## src/fhb_cfg.svh

```systemverilog
// fhb_cfg.svh: register offsets, field positions, reset values and sizes
// for the data link packet and code port; definitions only
`ifndef FHB_CFG_SVH
`define FHB_CFG_SVH
`define FHB_ADDR_RX_CODE 8'h04
`define FHB_ADDR_RX_DATA 8'h05
`define FHB_ADDR_TX_STAT 8'h06
`define FHB_ADDR_TX_CODE 8'h07
`define FHB_ADDR_TX_DATA 8'h08
`define FHB_ADDR_RX_STAT 8'h09
`define FHB_ADDR_IRQ_STAT 8'h0a
`define FHB_ADDR_IRQ_MASK 8'h0b
`define FHB_BIT_SEND 7
`define FHB_BIT_SEL 6
`define FHB_BIT_RX_SEEN 7
`define FHB_BIT_TX_EMPTY 2
`define FHB_BIT_TX_FULL 1
`define FHB_BIT_TX_UDR 0
`define FHB_BIT_RX_OVR 2
`define FHB_BIT_RX_LAST 1
`define FHB_BIT_RX_FIRST 0
`define FHB_RX_CODE_RST 6'h3f
`define FHB_DEPTH 64
`define FHB_PTR_W 6
`define FHB_CNT_W 7
`define FHB_CNT_FULL 7'h40
`define FHB_CNT_ZERO 7'h00
`define FHB_CNT_ONE 7'h01
`define FHB_BIT_LAST 3'h5
`define FHB_ABORT_LEN 3'h7
`define FHB_IRQ_UDR 0
`define FHB_IRQ_OVR 1
`define FHB_IRQ_CODE 2
`endif

```

## src/fhb_pkg.sv

```systemverilog
// fhb_pkg: types shared by the data link packet and code port
// assumes fhb_cfg.svh is on the include path
package fhb_pkg;
  typedef struct packed {
    logic [7:0] addr;
    logic [7:0] wdata;
    logic wr;
    logic rd;
  } fhb_bus_s;
  typedef struct packed {
    logic [7:0] data;
    logic first;
    logic last;
  } fhb_rx_byte_s;
  typedef enum logic [1:0] {
    FHB_IDLE,
    FHB_CODE,
    FHB_ABORT
  } fhb_tx_e;
endpackage

```

## src/fhb_port.sv

```systemverilog
// fhb_port: host register port of the data link packet and code controller
// assumes one 40 MHz clock, synchronous inputs and a host bus that never waits
// Behaviour
// - the received-code flag stays set until the host reads the code register.
// - the six received code bits show the last validated code and reset to ones.
// - a read of the receive data port returns the next received byte, msb in bit 7.
// - the transmit-empty bit shows live that the transmit fifo holds nothing.
// - the transmit-full bit shows live that the transmit fifo is full.
// - a fifo that runs dry inside a packet makes the device send an abort and flag underrun.
// - the underrun flag stays set until the host reads the transmit status register.
// - code sending starts only on a zero to one change of the send bit.
// - the select bit picks the external link input at 0 and the controller at 1.
// - the six-bit code goes out bit 0 first and bit 5 last.
// - a write to the transmit data port queues one byte, msb in bit 7.
// - receive status flags whether the readable byte opens or closes a packet.
// - a receive overrun flag latches when a byte meets a full receive fifo.
//
// Local design decision: the strobed register port.
`timescale 1ns/1ps
`include "fhb_cfg.svh"
module fhb_port (
  input wire logic clk_i,
  input wire logic srst_i,
  input wire fhb_pkg::fhb_bus_s bus_i,
  output logic [7:0] rdata_o,
  output logic irq_o,
  input wire logic rx_code_valid_i,
  input wire logic [5:0] rx_code_i,
  input wire logic rx_byte_valid_i,
  input wire fhb_pkg::fhb_rx_byte_s rx_byte_i,
  input wire logic tx_bit_req_i,
  input wire logic tx_in_packet_i,
  output logic [7:0] tx_byte_o,
  output logic tx_byte_valid_o,
  input wire logic external_link_data_in_i,
  output logic link_out_o
);
  import fhb_pkg::*;

  logic [7:0] rx_mem [0:`FHB_DEPTH-1];
  logic [7:0] tx_mem [0:`FHB_DEPTH-1];
  logic [1:0] rx_tag [0:`FHB_DEPTH-1];

  logic [5:0] rx_code_reg, rx_code_next;
  logic rx_seen_reg, rx_seen_next;
  logic [7:0] tx_ctl_reg, tx_ctl_next;
  logic send_prev_reg, send_prev_next;
  logic tx_udr_reg, tx_udr_next;
  logic rx_ovr_reg, rx_ovr_next;
  logic [2:0] irq_stat_reg, irq_stat_next;
  logic [2:0] irq_mask_reg, irq_mask_next;
  logic [7:0] rdata_reg, rdata_next;
  logic irq_reg, irq_next;
  logic [`FHB_PTR_W-1:0] rx_wp_reg, rx_wp_next, rx_rp_reg, rx_rp_next;
  logic [`FHB_CNT_W-1:0] rx_cnt_reg, rx_cnt_next;
  logic [`FHB_PTR_W-1:0] tx_wp_reg, tx_wp_next, tx_rp_reg, tx_rp_next;
  logic [`FHB_CNT_W-1:0] tx_cnt_reg, tx_cnt_next;
  fhb_tx_e tx_st_reg, tx_st_next;
  logic [2:0] bit_cnt_reg, bit_cnt_next;
  logic link_reg, link_next;
  logic [7:0] tx_byte_reg, tx_byte_next;
  logic tx_bv_reg, tx_bv_next;

  logic wr_hit_tx, rd_rx, rx_push, rx_full, tx_push, tx_pop, tx_empty, tx_full;
  logic tx_udr_evt, rx_ovr_evt, code_evt, send_rise;

  function automatic logic hit(input fhb_bus_s b, input logic [7:0] a, input logic w);
    hit = (w ? b.wr : b.rd) && (b.addr == a);
  endfunction

  assign tx_empty = (tx_cnt_reg == `FHB_CNT_ZERO);
  assign tx_full = (tx_cnt_reg == `FHB_CNT_FULL);
  assign rx_full = (rx_cnt_reg == `FHB_CNT_FULL);
  assign wr_hit_tx = hit(bus_i, `FHB_ADDR_TX_DATA, 1'b1);
  assign tx_push = wr_hit_tx && !tx_full;
  assign rd_rx = hit(bus_i, `FHB_ADDR_RX_DATA, 1'b0) && (rx_cnt_reg != `FHB_CNT_ZERO);
  assign rx_push = rx_byte_valid_i && !rx_full;
  assign rx_ovr_evt = rx_byte_valid_i && rx_full;
  // a send edge owns the idle slot; a pop beside it would drop the byte unseen
  assign send_rise = tx_ctl_reg[`FHB_BIT_SEND] && !send_prev_reg;
  assign tx_pop = tx_bit_req_i && tx_ctl_reg[`FHB_BIT_SEL] && (tx_st_reg == FHB_IDLE)
    && !tx_empty && !send_rise;
  assign tx_udr_evt = tx_bit_req_i && tx_ctl_reg[`FHB_BIT_SEL] && (tx_st_reg == FHB_IDLE)
    && tx_empty && tx_in_packet_i && !send_rise;
  assign code_evt = rx_code_valid_i;

  // memories are written without reset; counts qualify the receive tags and transmit pops, but a receive data read returns memory even when empty
  always_ff @(posedge clk_i) begin
    if (rx_push) begin
      rx_mem[rx_wp_reg] <= rx_byte_i.data;
      rx_tag[rx_wp_reg] <= {rx_byte_i.last, rx_byte_i.first};
    end
    if (tx_push) begin
      tx_mem[tx_wp_reg] <= bus_i.wdata;
    end
  end

  always_comb begin
    rx_wp_next = rx_wp_reg + (rx_push ? 6'h01 : 6'h00);
    rx_rp_next = rx_rp_reg + (rd_rx ? 6'h01 : 6'h00);
    rx_cnt_next = rx_cnt_reg + (rx_push ? `FHB_CNT_ONE : `FHB_CNT_ZERO)
      - (rd_rx ? `FHB_CNT_ONE : `FHB_CNT_ZERO);
    tx_wp_next = tx_wp_reg + (tx_push ? 6'h01 : 6'h00);
    tx_rp_next = tx_rp_reg + (tx_pop ? 6'h01 : 6'h00);
    tx_cnt_next = tx_cnt_reg + (tx_push ? `FHB_CNT_ONE : `FHB_CNT_ZERO)
      - (tx_pop ? `FHB_CNT_ONE : `FHB_CNT_ZERO);
  end

  // register file; a hardware set beats the read or write that clears
  always_comb begin
    rx_code_next = rx_code_valid_i ? rx_code_i : rx_code_reg;
    rx_seen_next = rx_seen_reg;
    if (hit(bus_i, `FHB_ADDR_RX_CODE, 1'b0)) begin
      rx_seen_next = 1'b0;
    end
    if (code_evt) begin
      rx_seen_next = 1'b1;
    end
    tx_udr_next = tx_udr_reg;
    if (hit(bus_i, `FHB_ADDR_TX_STAT, 1'b0)) begin
      tx_udr_next = 1'b0;
    end
    if (tx_udr_evt) begin
      tx_udr_next = 1'b1;
    end
    rx_ovr_next = rx_ovr_reg;
    if (hit(bus_i, `FHB_ADDR_RX_STAT, 1'b0)) begin
      rx_ovr_next = 1'b0;
    end
    if (rx_ovr_evt) begin
      rx_ovr_next = 1'b1;
    end
    tx_ctl_next = tx_ctl_reg;
    if (hit(bus_i, `FHB_ADDR_TX_CODE, 1'b1)) begin
      tx_ctl_next = bus_i.wdata;
    end
    send_prev_next = tx_ctl_reg[`FHB_BIT_SEND];
    irq_mask_next = irq_mask_reg;
    if (hit(bus_i, `FHB_ADDR_IRQ_MASK, 1'b1)) begin
      irq_mask_next = bus_i.wdata[2:0];
    end
    irq_stat_next = irq_stat_reg;
    if (hit(bus_i, `FHB_ADDR_IRQ_STAT, 1'b1)) begin
      irq_stat_next = irq_stat_reg & ~bus_i.wdata[2:0];
    end
    irq_stat_next = irq_stat_next | {code_evt, rx_ovr_evt, tx_udr_evt};
    irq_next = |(irq_stat_reg & irq_mask_reg);
    rdata_next = 8'h00;
    if (bus_i.rd) begin
      if (bus_i.addr == `FHB_ADDR_RX_CODE) begin
        rdata_next = {rx_seen_reg, rx_seen_reg, rx_code_reg};
      end else if (bus_i.addr == `FHB_ADDR_RX_DATA) begin
        rdata_next = rx_mem[rx_rp_reg];
      end else if (bus_i.addr == `FHB_ADDR_TX_STAT) begin
        rdata_next = {5'h00, tx_empty, tx_full, tx_udr_reg};
      end else if (bus_i.addr == `FHB_ADDR_TX_CODE) begin
        rdata_next = tx_ctl_reg;
      end else if (bus_i.addr == `FHB_ADDR_RX_STAT) begin
        rdata_next = {5'h00, rx_ovr_reg, (rx_cnt_reg != `FHB_CNT_ZERO) ? rx_tag[rx_rp_reg] : 2'h0};
      end else if (bus_i.addr == `FHB_ADDR_IRQ_STAT) begin
        rdata_next = {5'h00, irq_stat_reg};
      end else if (bus_i.addr == `FHB_ADDR_IRQ_MASK) begin
        rdata_next = {5'h00, irq_mask_reg};
      end else begin
        rdata_next = 8'h00;
      end
    end
  end

  // transmit link: code send, abort on underrun, or fifo byte hand-off
  always_comb begin
    tx_st_next = tx_st_reg;
    bit_cnt_next = bit_cnt_reg;
    link_next = link_reg;
    tx_byte_next = tx_byte_reg;
    tx_bv_next = 1'b0;
    case (tx_st_reg)
      FHB_IDLE: begin
        if (tx_ctl_reg[`FHB_BIT_SEND] && !send_prev_reg) begin
          tx_st_next = FHB_CODE;
          bit_cnt_next = 3'h0;
        end else if (tx_udr_evt) begin
          tx_st_next = FHB_ABORT;
          bit_cnt_next = 3'h0;
        end else if (tx_pop) begin
          tx_byte_next = tx_mem[tx_rp_reg];
          tx_bv_next = 1'b1;
        end
      end
      FHB_CODE: begin
        if (tx_bit_req_i) begin
          link_next = tx_ctl_reg[bit_cnt_reg];
          bit_cnt_next = bit_cnt_reg + 3'h1;
          if (bit_cnt_reg == `FHB_BIT_LAST) begin
            tx_st_next = FHB_IDLE;
          end
        end
      end
      FHB_ABORT: begin
        // abort is seven ones in a row
        if (tx_bit_req_i) begin
          link_next = 1'b1;
          bit_cnt_next = bit_cnt_reg + 3'h1;
          if (bit_cnt_reg == `FHB_ABORT_LEN - 3'h1) begin
            tx_st_next = FHB_IDLE;
          end
        end
      end
      default: tx_st_next = FHB_IDLE;
    endcase
    if (!tx_ctl_reg[`FHB_BIT_SEL]) begin
      link_next = external_link_data_in_i;
    end
  end

  always_ff @(posedge clk_i) begin
    if (srst_i) begin
      rx_code_reg <= `FHB_RX_CODE_RST;
      rx_seen_reg <= 1'b0;
      tx_ctl_reg <= 8'h00;
      send_prev_reg <= 1'b0;
      tx_udr_reg <= 1'b0;
      rx_ovr_reg <= 1'b0;
      irq_stat_reg <= 3'h0;
      irq_mask_reg <= 3'h0;
      rdata_reg <= 8'h00;
      irq_reg <= 1'b0;
      rx_wp_reg <= '0;
      rx_rp_reg <= '0;
      rx_cnt_reg <= '0;
      tx_wp_reg <= '0;
      tx_rp_reg <= '0;
      tx_cnt_reg <= '0;
      tx_st_reg <= FHB_IDLE;
      bit_cnt_reg <= 3'h0;
      link_reg <= 1'b1;
      tx_byte_reg <= 8'h00;
      tx_bv_reg <= 1'b0;
    end else begin
      rx_code_reg <= rx_code_next;
      rx_seen_reg <= rx_seen_next;
      tx_ctl_reg <= tx_ctl_next;
      send_prev_reg <= send_prev_next;
      tx_udr_reg <= tx_udr_next;
      rx_ovr_reg <= rx_ovr_next;
      irq_stat_reg <= irq_stat_next;
      irq_mask_reg <= irq_mask_next;
      rdata_reg <= rdata_next;
      irq_reg <= irq_next;
      rx_wp_reg <= rx_wp_next;
      rx_rp_reg <= rx_rp_next;
      rx_cnt_reg <= rx_cnt_next;
      tx_wp_reg <= tx_wp_next;
      tx_rp_reg <= tx_rp_next;
      tx_cnt_reg <= tx_cnt_next;
      tx_st_reg <= tx_st_next;
      bit_cnt_reg <= bit_cnt_next;
      link_reg <= link_next;
      tx_byte_reg <= tx_byte_next;
      tx_bv_reg <= tx_bv_next;
    end
  end

  assign rdata_o = rdata_reg;
  assign irq_o = irq_reg;
  assign link_out_o = link_reg;
  assign tx_byte_o = tx_byte_reg;
  assign tx_byte_valid_o = tx_bv_reg;
endmodule

```

## config.mk

```make
export PLATFORM = sky130hd
export DESIGN_NAME = fhb_port
export DESIGN_NICKNAME = d
export VERILOG_FILES = /design/src/fhb_pkg.sv /design/src/fhb_port.sv
export VERILOG_INCLUDE_DIRS = /design/src /design/src/src
export SDC_FILE = /design/constraint.sdc
export NUM_CORES = 1
export LEC_CHECK = 0
export BUFFER_PORTS_ARGS = -buffer_cell sky130_fd_sc_hd__buf_2
export CAP_MARGIN = 5
export CORE_AREA = 2 2 277 279
export CTS_BUF_LIST = sky130_fd_sc_hd__clkbuf_2
export DETAILED_ROUTE_END_ITERATION = 8
export DIE_AREA = 0 0 279 281
export PLACE_DENSITY = 0.81
export RECOVER_POWER = 100
export SYNTH_ARGS = -nofsm -noshare
export SYNTH_HDL_FRONTEND = slang
export SYNTH_SLANG_ARGS = --single-unit
```

## constraint.sdc

```tcl
create_clock -name clk_i -period 5.11 [get_ports clk_i]
set_input_delay 0.2555 -clock clk_i [delete_from_list [all_inputs] [get_ports clk_i]]
set_output_delay 0.2555 -clock clk_i [all_outputs]
set_load 0.005 [all_outputs]
```

==> flow_summary.toml <==
[setup_path]
crit_slowest_cell = "dlygate4sd3_1"
crit_type = "primary input to register"
crit_chain = "dlygate4sd3_1, dlygate4sd3_1, clkbuf_1, dlygate4sd3_1, nor2b_1, and2_0, and3_1, ha_1, inv_1, ha_1, fa_1, a21oi_1, o21bai_1, a21oi_1, nor2_1, or3_1, a21oi_1"
start_kind = "primary input"
worstReg2RegEnd = "rdata_o[4]$_SDFF_PP0_"
ff2ff_setup_slack_ns = 0.84
cp_num_buf_inv = 5
cp_slowest_stage_delay_ns = 0.90
rr_startpoint = "rx_rp_reg[0]$_SDFF_PP0_"
worstPathMaxFanout = 12
cp.required_ns = 6.37
cp_top_family = "buffers and inverters"
worstRegToRegCells = 8
crit_path_end_kind = "register"
cp.arrival_ns = 5.79

[clock_tree]
cts_setup_buffers = 0
insertion_delay_ns = 1.51
clkSlewWorstSetupHoldPaths_ns = 0.11
cts-resized-gates = 0
cts_root_buf = "clkbuf_2"
cts_made_buffers = 306
cts_buffer_depth = 4
cts_tree = "done"
cts_sinks = 1238
cts_max_level = 5

[die]
fp.dieW_um = 279
die-area_um2 = 78400
start_util_pct = 64.3
ioPinCount = 60
coreArea_um2 = 75400
die_y_um = 281
fp-row-count = 101

[synth]
synthXorXnorAreaFrac_pct = 0.397
synthAdderAreaFrac_pct = 0.908
synth_top_family_by_area = "multiplexers"
synth_compound_area_share_pct = 3.38
yosysSeqAreaShare_pct = 74.9
synthesis.area_um2 = 48500
async_flop_share_pct = 0
yosys.area_share.simple_pct = 3.48
syn_inst = 2434
yosysWarnings = 0
syn_avg_cell_area_um2 = 19.9
synthDistinctLibCells = 63
synthesis.nets = 2509
synthMuxAreaShare_pct = 15.3
synth_top_flop_cell = "edfxtp_1"
synth_edf_count = 1152
synth_top_area_cell = "edfxtp_1"
ys_ff_latch = 1238
ys_top_cells_by_area = "edfxtp_1 71%, mux4_2 13%, dfxtp_1 3.5%"
yosys.area.top_type_share_pct = 71.3

[grt]
grt_pass1_wl_um = 167000
grtUsageMet3_pct = 7.43
met1_usage_pct = 38.2
antenna_found_initial = 4
grt.busiest_layer = "met2"
grt_pass1_vias = 27000
grt_max_degree = 70
use_met2_pct = 46.2
track_usage_pct = 29.3
overflow = 0

[detailed_routing]
routed_via_density = 6.57
vias = 26300
wl_per_cell_um = 28.1
initialDrtViolationCount = 3428
drt_wl_total_um = 113000
first_pass_iters = 7
final_antenna_net_count = 0
drc = 0

[sta]
max_freq_mhz = 221
setup_viol = 0
slew_headroom_pct = -122
rsz0062_at_grt = "no"
tightest_slew_ns = 3.33
fin_tns_setup_ns = 0
skew_ns = 0.170
timing.final.crit_share_pct = 88.6
drv_slew = 1159
layout_min_cycle_time_ns = 4.53
hold_viol = 0

[min_path]
hold_class = "primary input to register"
worst_hold_path.num_cells = 5
hold_end = "tx_ctl_reg[3]$_SDFFE_PP0P_"
hold_start = "bus_i[1]"

[cells_and_area]
layout-drive-gt1-share_pct = 27.4
largestRegisters = "rx_mem x512, tx_mem x512, rx_tag x128"
syn_to_final_growth_pct = 9.72
nets = 2880
final_util_pct = 70.6

[power_and_ir_drop]
power_mw = 18.1
power_density_nw_per_um2 = 340
p_leak_nw = 16.8
peakVddDrop_v = 0.000249

[placed_design]
routabilityCongestion = 0.951
dp_hpwl_um = 66300
place.port_buffers = 59

[outcome]
status = "finished, violations left"
violations = "capacitance limit, slew limit"

[flow_run]
drv_cap = 20
## Yosys cell counts, types with 6 or more instances
master       n
a22oi_1     29
or3b_2       6
o21ai_0     29
buf_2       31
nor2_1     188
a31oi_1      8
buf_4       14
inv_1       37
nand3_1     29
ha_1        32
buf_6        9
xor2_1       9
a211o_1      6
mux4_2     289
o22ai_1     11
a221oi_1    33
nor2b_1     33
xnor2_1     13
edfxtp_1  1152
a21oi_1     41
mux2i_1     86
a211oi_1     6
nand2_1     51
and2_1       7
or3_1        7
clkbuf_1    55
o221ai_1     9
dfxtp_1     86
nand4_1      7
a22o_1      32
buf_1       19
nand2b_1     7
## report_power, final
group / total [mW] / switching [mW] / internal [mW]
clock network: 6.30 / 3.80 / 2.50
registers: 11.2 / 0.0329 / 11.1
logic: 0.621 / 0.427 / 0.194
total: 18.1 / 4.26 / 13.8
## how the worst max path moves through the flow
stage               slack, ns                        to  depth (start not counted)               startpoint
floorplan                1.84  rx_cnt_reg[6]$_SDFF_PP0_                         15                bus_i[15]
global placement         1.38  rx_cnt_reg[6]$_SDFF_PP0_                         16                bus_i[15]
detailed placement       1.34  rx_cnt_reg[6]$_SDFF_PP0_                         16                bus_i[15]
CTS                      1.25   tx_mem[63][1]$_DFFE_PP_                         11                bus_i[15]
global route             0.49     rdata_o[4]$_SDFF_PP0_                          8  rx_rp_reg[0]$_SDFF_PP0_
finish                   0.58  rx_cnt_reg[6]$_SDFF_PP0_                         17                bus_i[10]
## layout make-up
type	count	area, um^2
diodes	3	7.51
clock buffers	442	2210
clock inverters	79	415
fillers	4494	22200
inverters	38	143
multi-input cells	1028	11400
flip-flops and latches	1238	36300
well taps	978	1220
repair buffers	193	1530
## layout by cell type (no fill, tap or decap), types with 6 or more instances in the layout
cell type / synthesis / final
inv_2: 0 / 6
a211oi_1: 6 / 6
nand2b_1: 7 / 7
dlygate4sd3_1: 0 / 98
a22oi_1: 29 / 29
a22o_1: 32 / 32
o22ai_1: 11 / 11
nand2_1: 51 / 51
or3b_2: 6 / 6
o221ai_1: 9 / 9
nor2b_1: 33 / 33
mux4_2: 289 / 289
a211o_1: 6 / 6
dfxtp_1: 86 / 81
nand4_1: 7 / 7
a21oi_1: 41 / 41
nor2_1: 188 / 188
edfxtp_1: 1152 / 1152
a221oi_1: 33 / 33
mux2i_1: 86 / 86
nor4_1: 5 / 6
o21ai_0: 29 / 31
clkbuf_2: 0 / 443
nand3_1: 29 / 29
clkinv_1: 1 / 63
or3_1: 7 / 7
xnor2_1: 13 / 13
ha_1: 32 / 32
a31oi_1: 8 / 8
clkbuf_1: 55 / 39
buf_4: 14 / 20
xor2_1: 9 / 9
inv_1: 37 / 37
buf_2: 31 / 30
## worst register-to-register path: stages, from the launching register on
cell           delay (ns)
dfxtp_2              1.01
clkbuf_2             1.03
mux4_2               0.66
a22o_1               0.29
a221oi_1             0.27
o22ai_1              0.13
o21ai_0              0.16
a31oi_1              0.11
dlygate4sd3_1        0.58
## cells by family after synthesis
family | after synthesis
buf+inv | 168
flops | 1238
mux | 380
xor+xnor | 22
fa+ha+maj | 34
compound gates | 229
simple gates | 363
## layer usage
layer / vias to the layer above / routed length [um]
met1: 13200 / 40400
met3: 381 / 11600
met5: - / 13
met2: 1806 / 54800
li1: 10900 / -
met4: 2 / 5680
## through the flow
| stage | area [um^2] | setup slack (ns) | hold slack (ns) | std cells |
|---|---|---|---|---|
| floorplan | 48500 | 1.84 | 0.354 | 2434 |
| global placement | 49700 | 1.38 | 0.446 | 3376 |
| detailed placement | 49700 | 1.34 | 0.459 | 3376 |
| CTS | 53300 | 1.25 | 0.000444 | 3996 |
| global route | 53200 | 0.493 | 0.167 | 3998 |
| finish | 53200 | 0.583 | 0.204 | 3999 |
## timing repair
item | 4_1_cts | 5_1_grt
hold endpoints to repair | 1238 | 0
hold buffers | 99 | 0
endpoints found under the setup margin | 0 | 0
No activity file was read; power rests on OpenSTA's default activity.
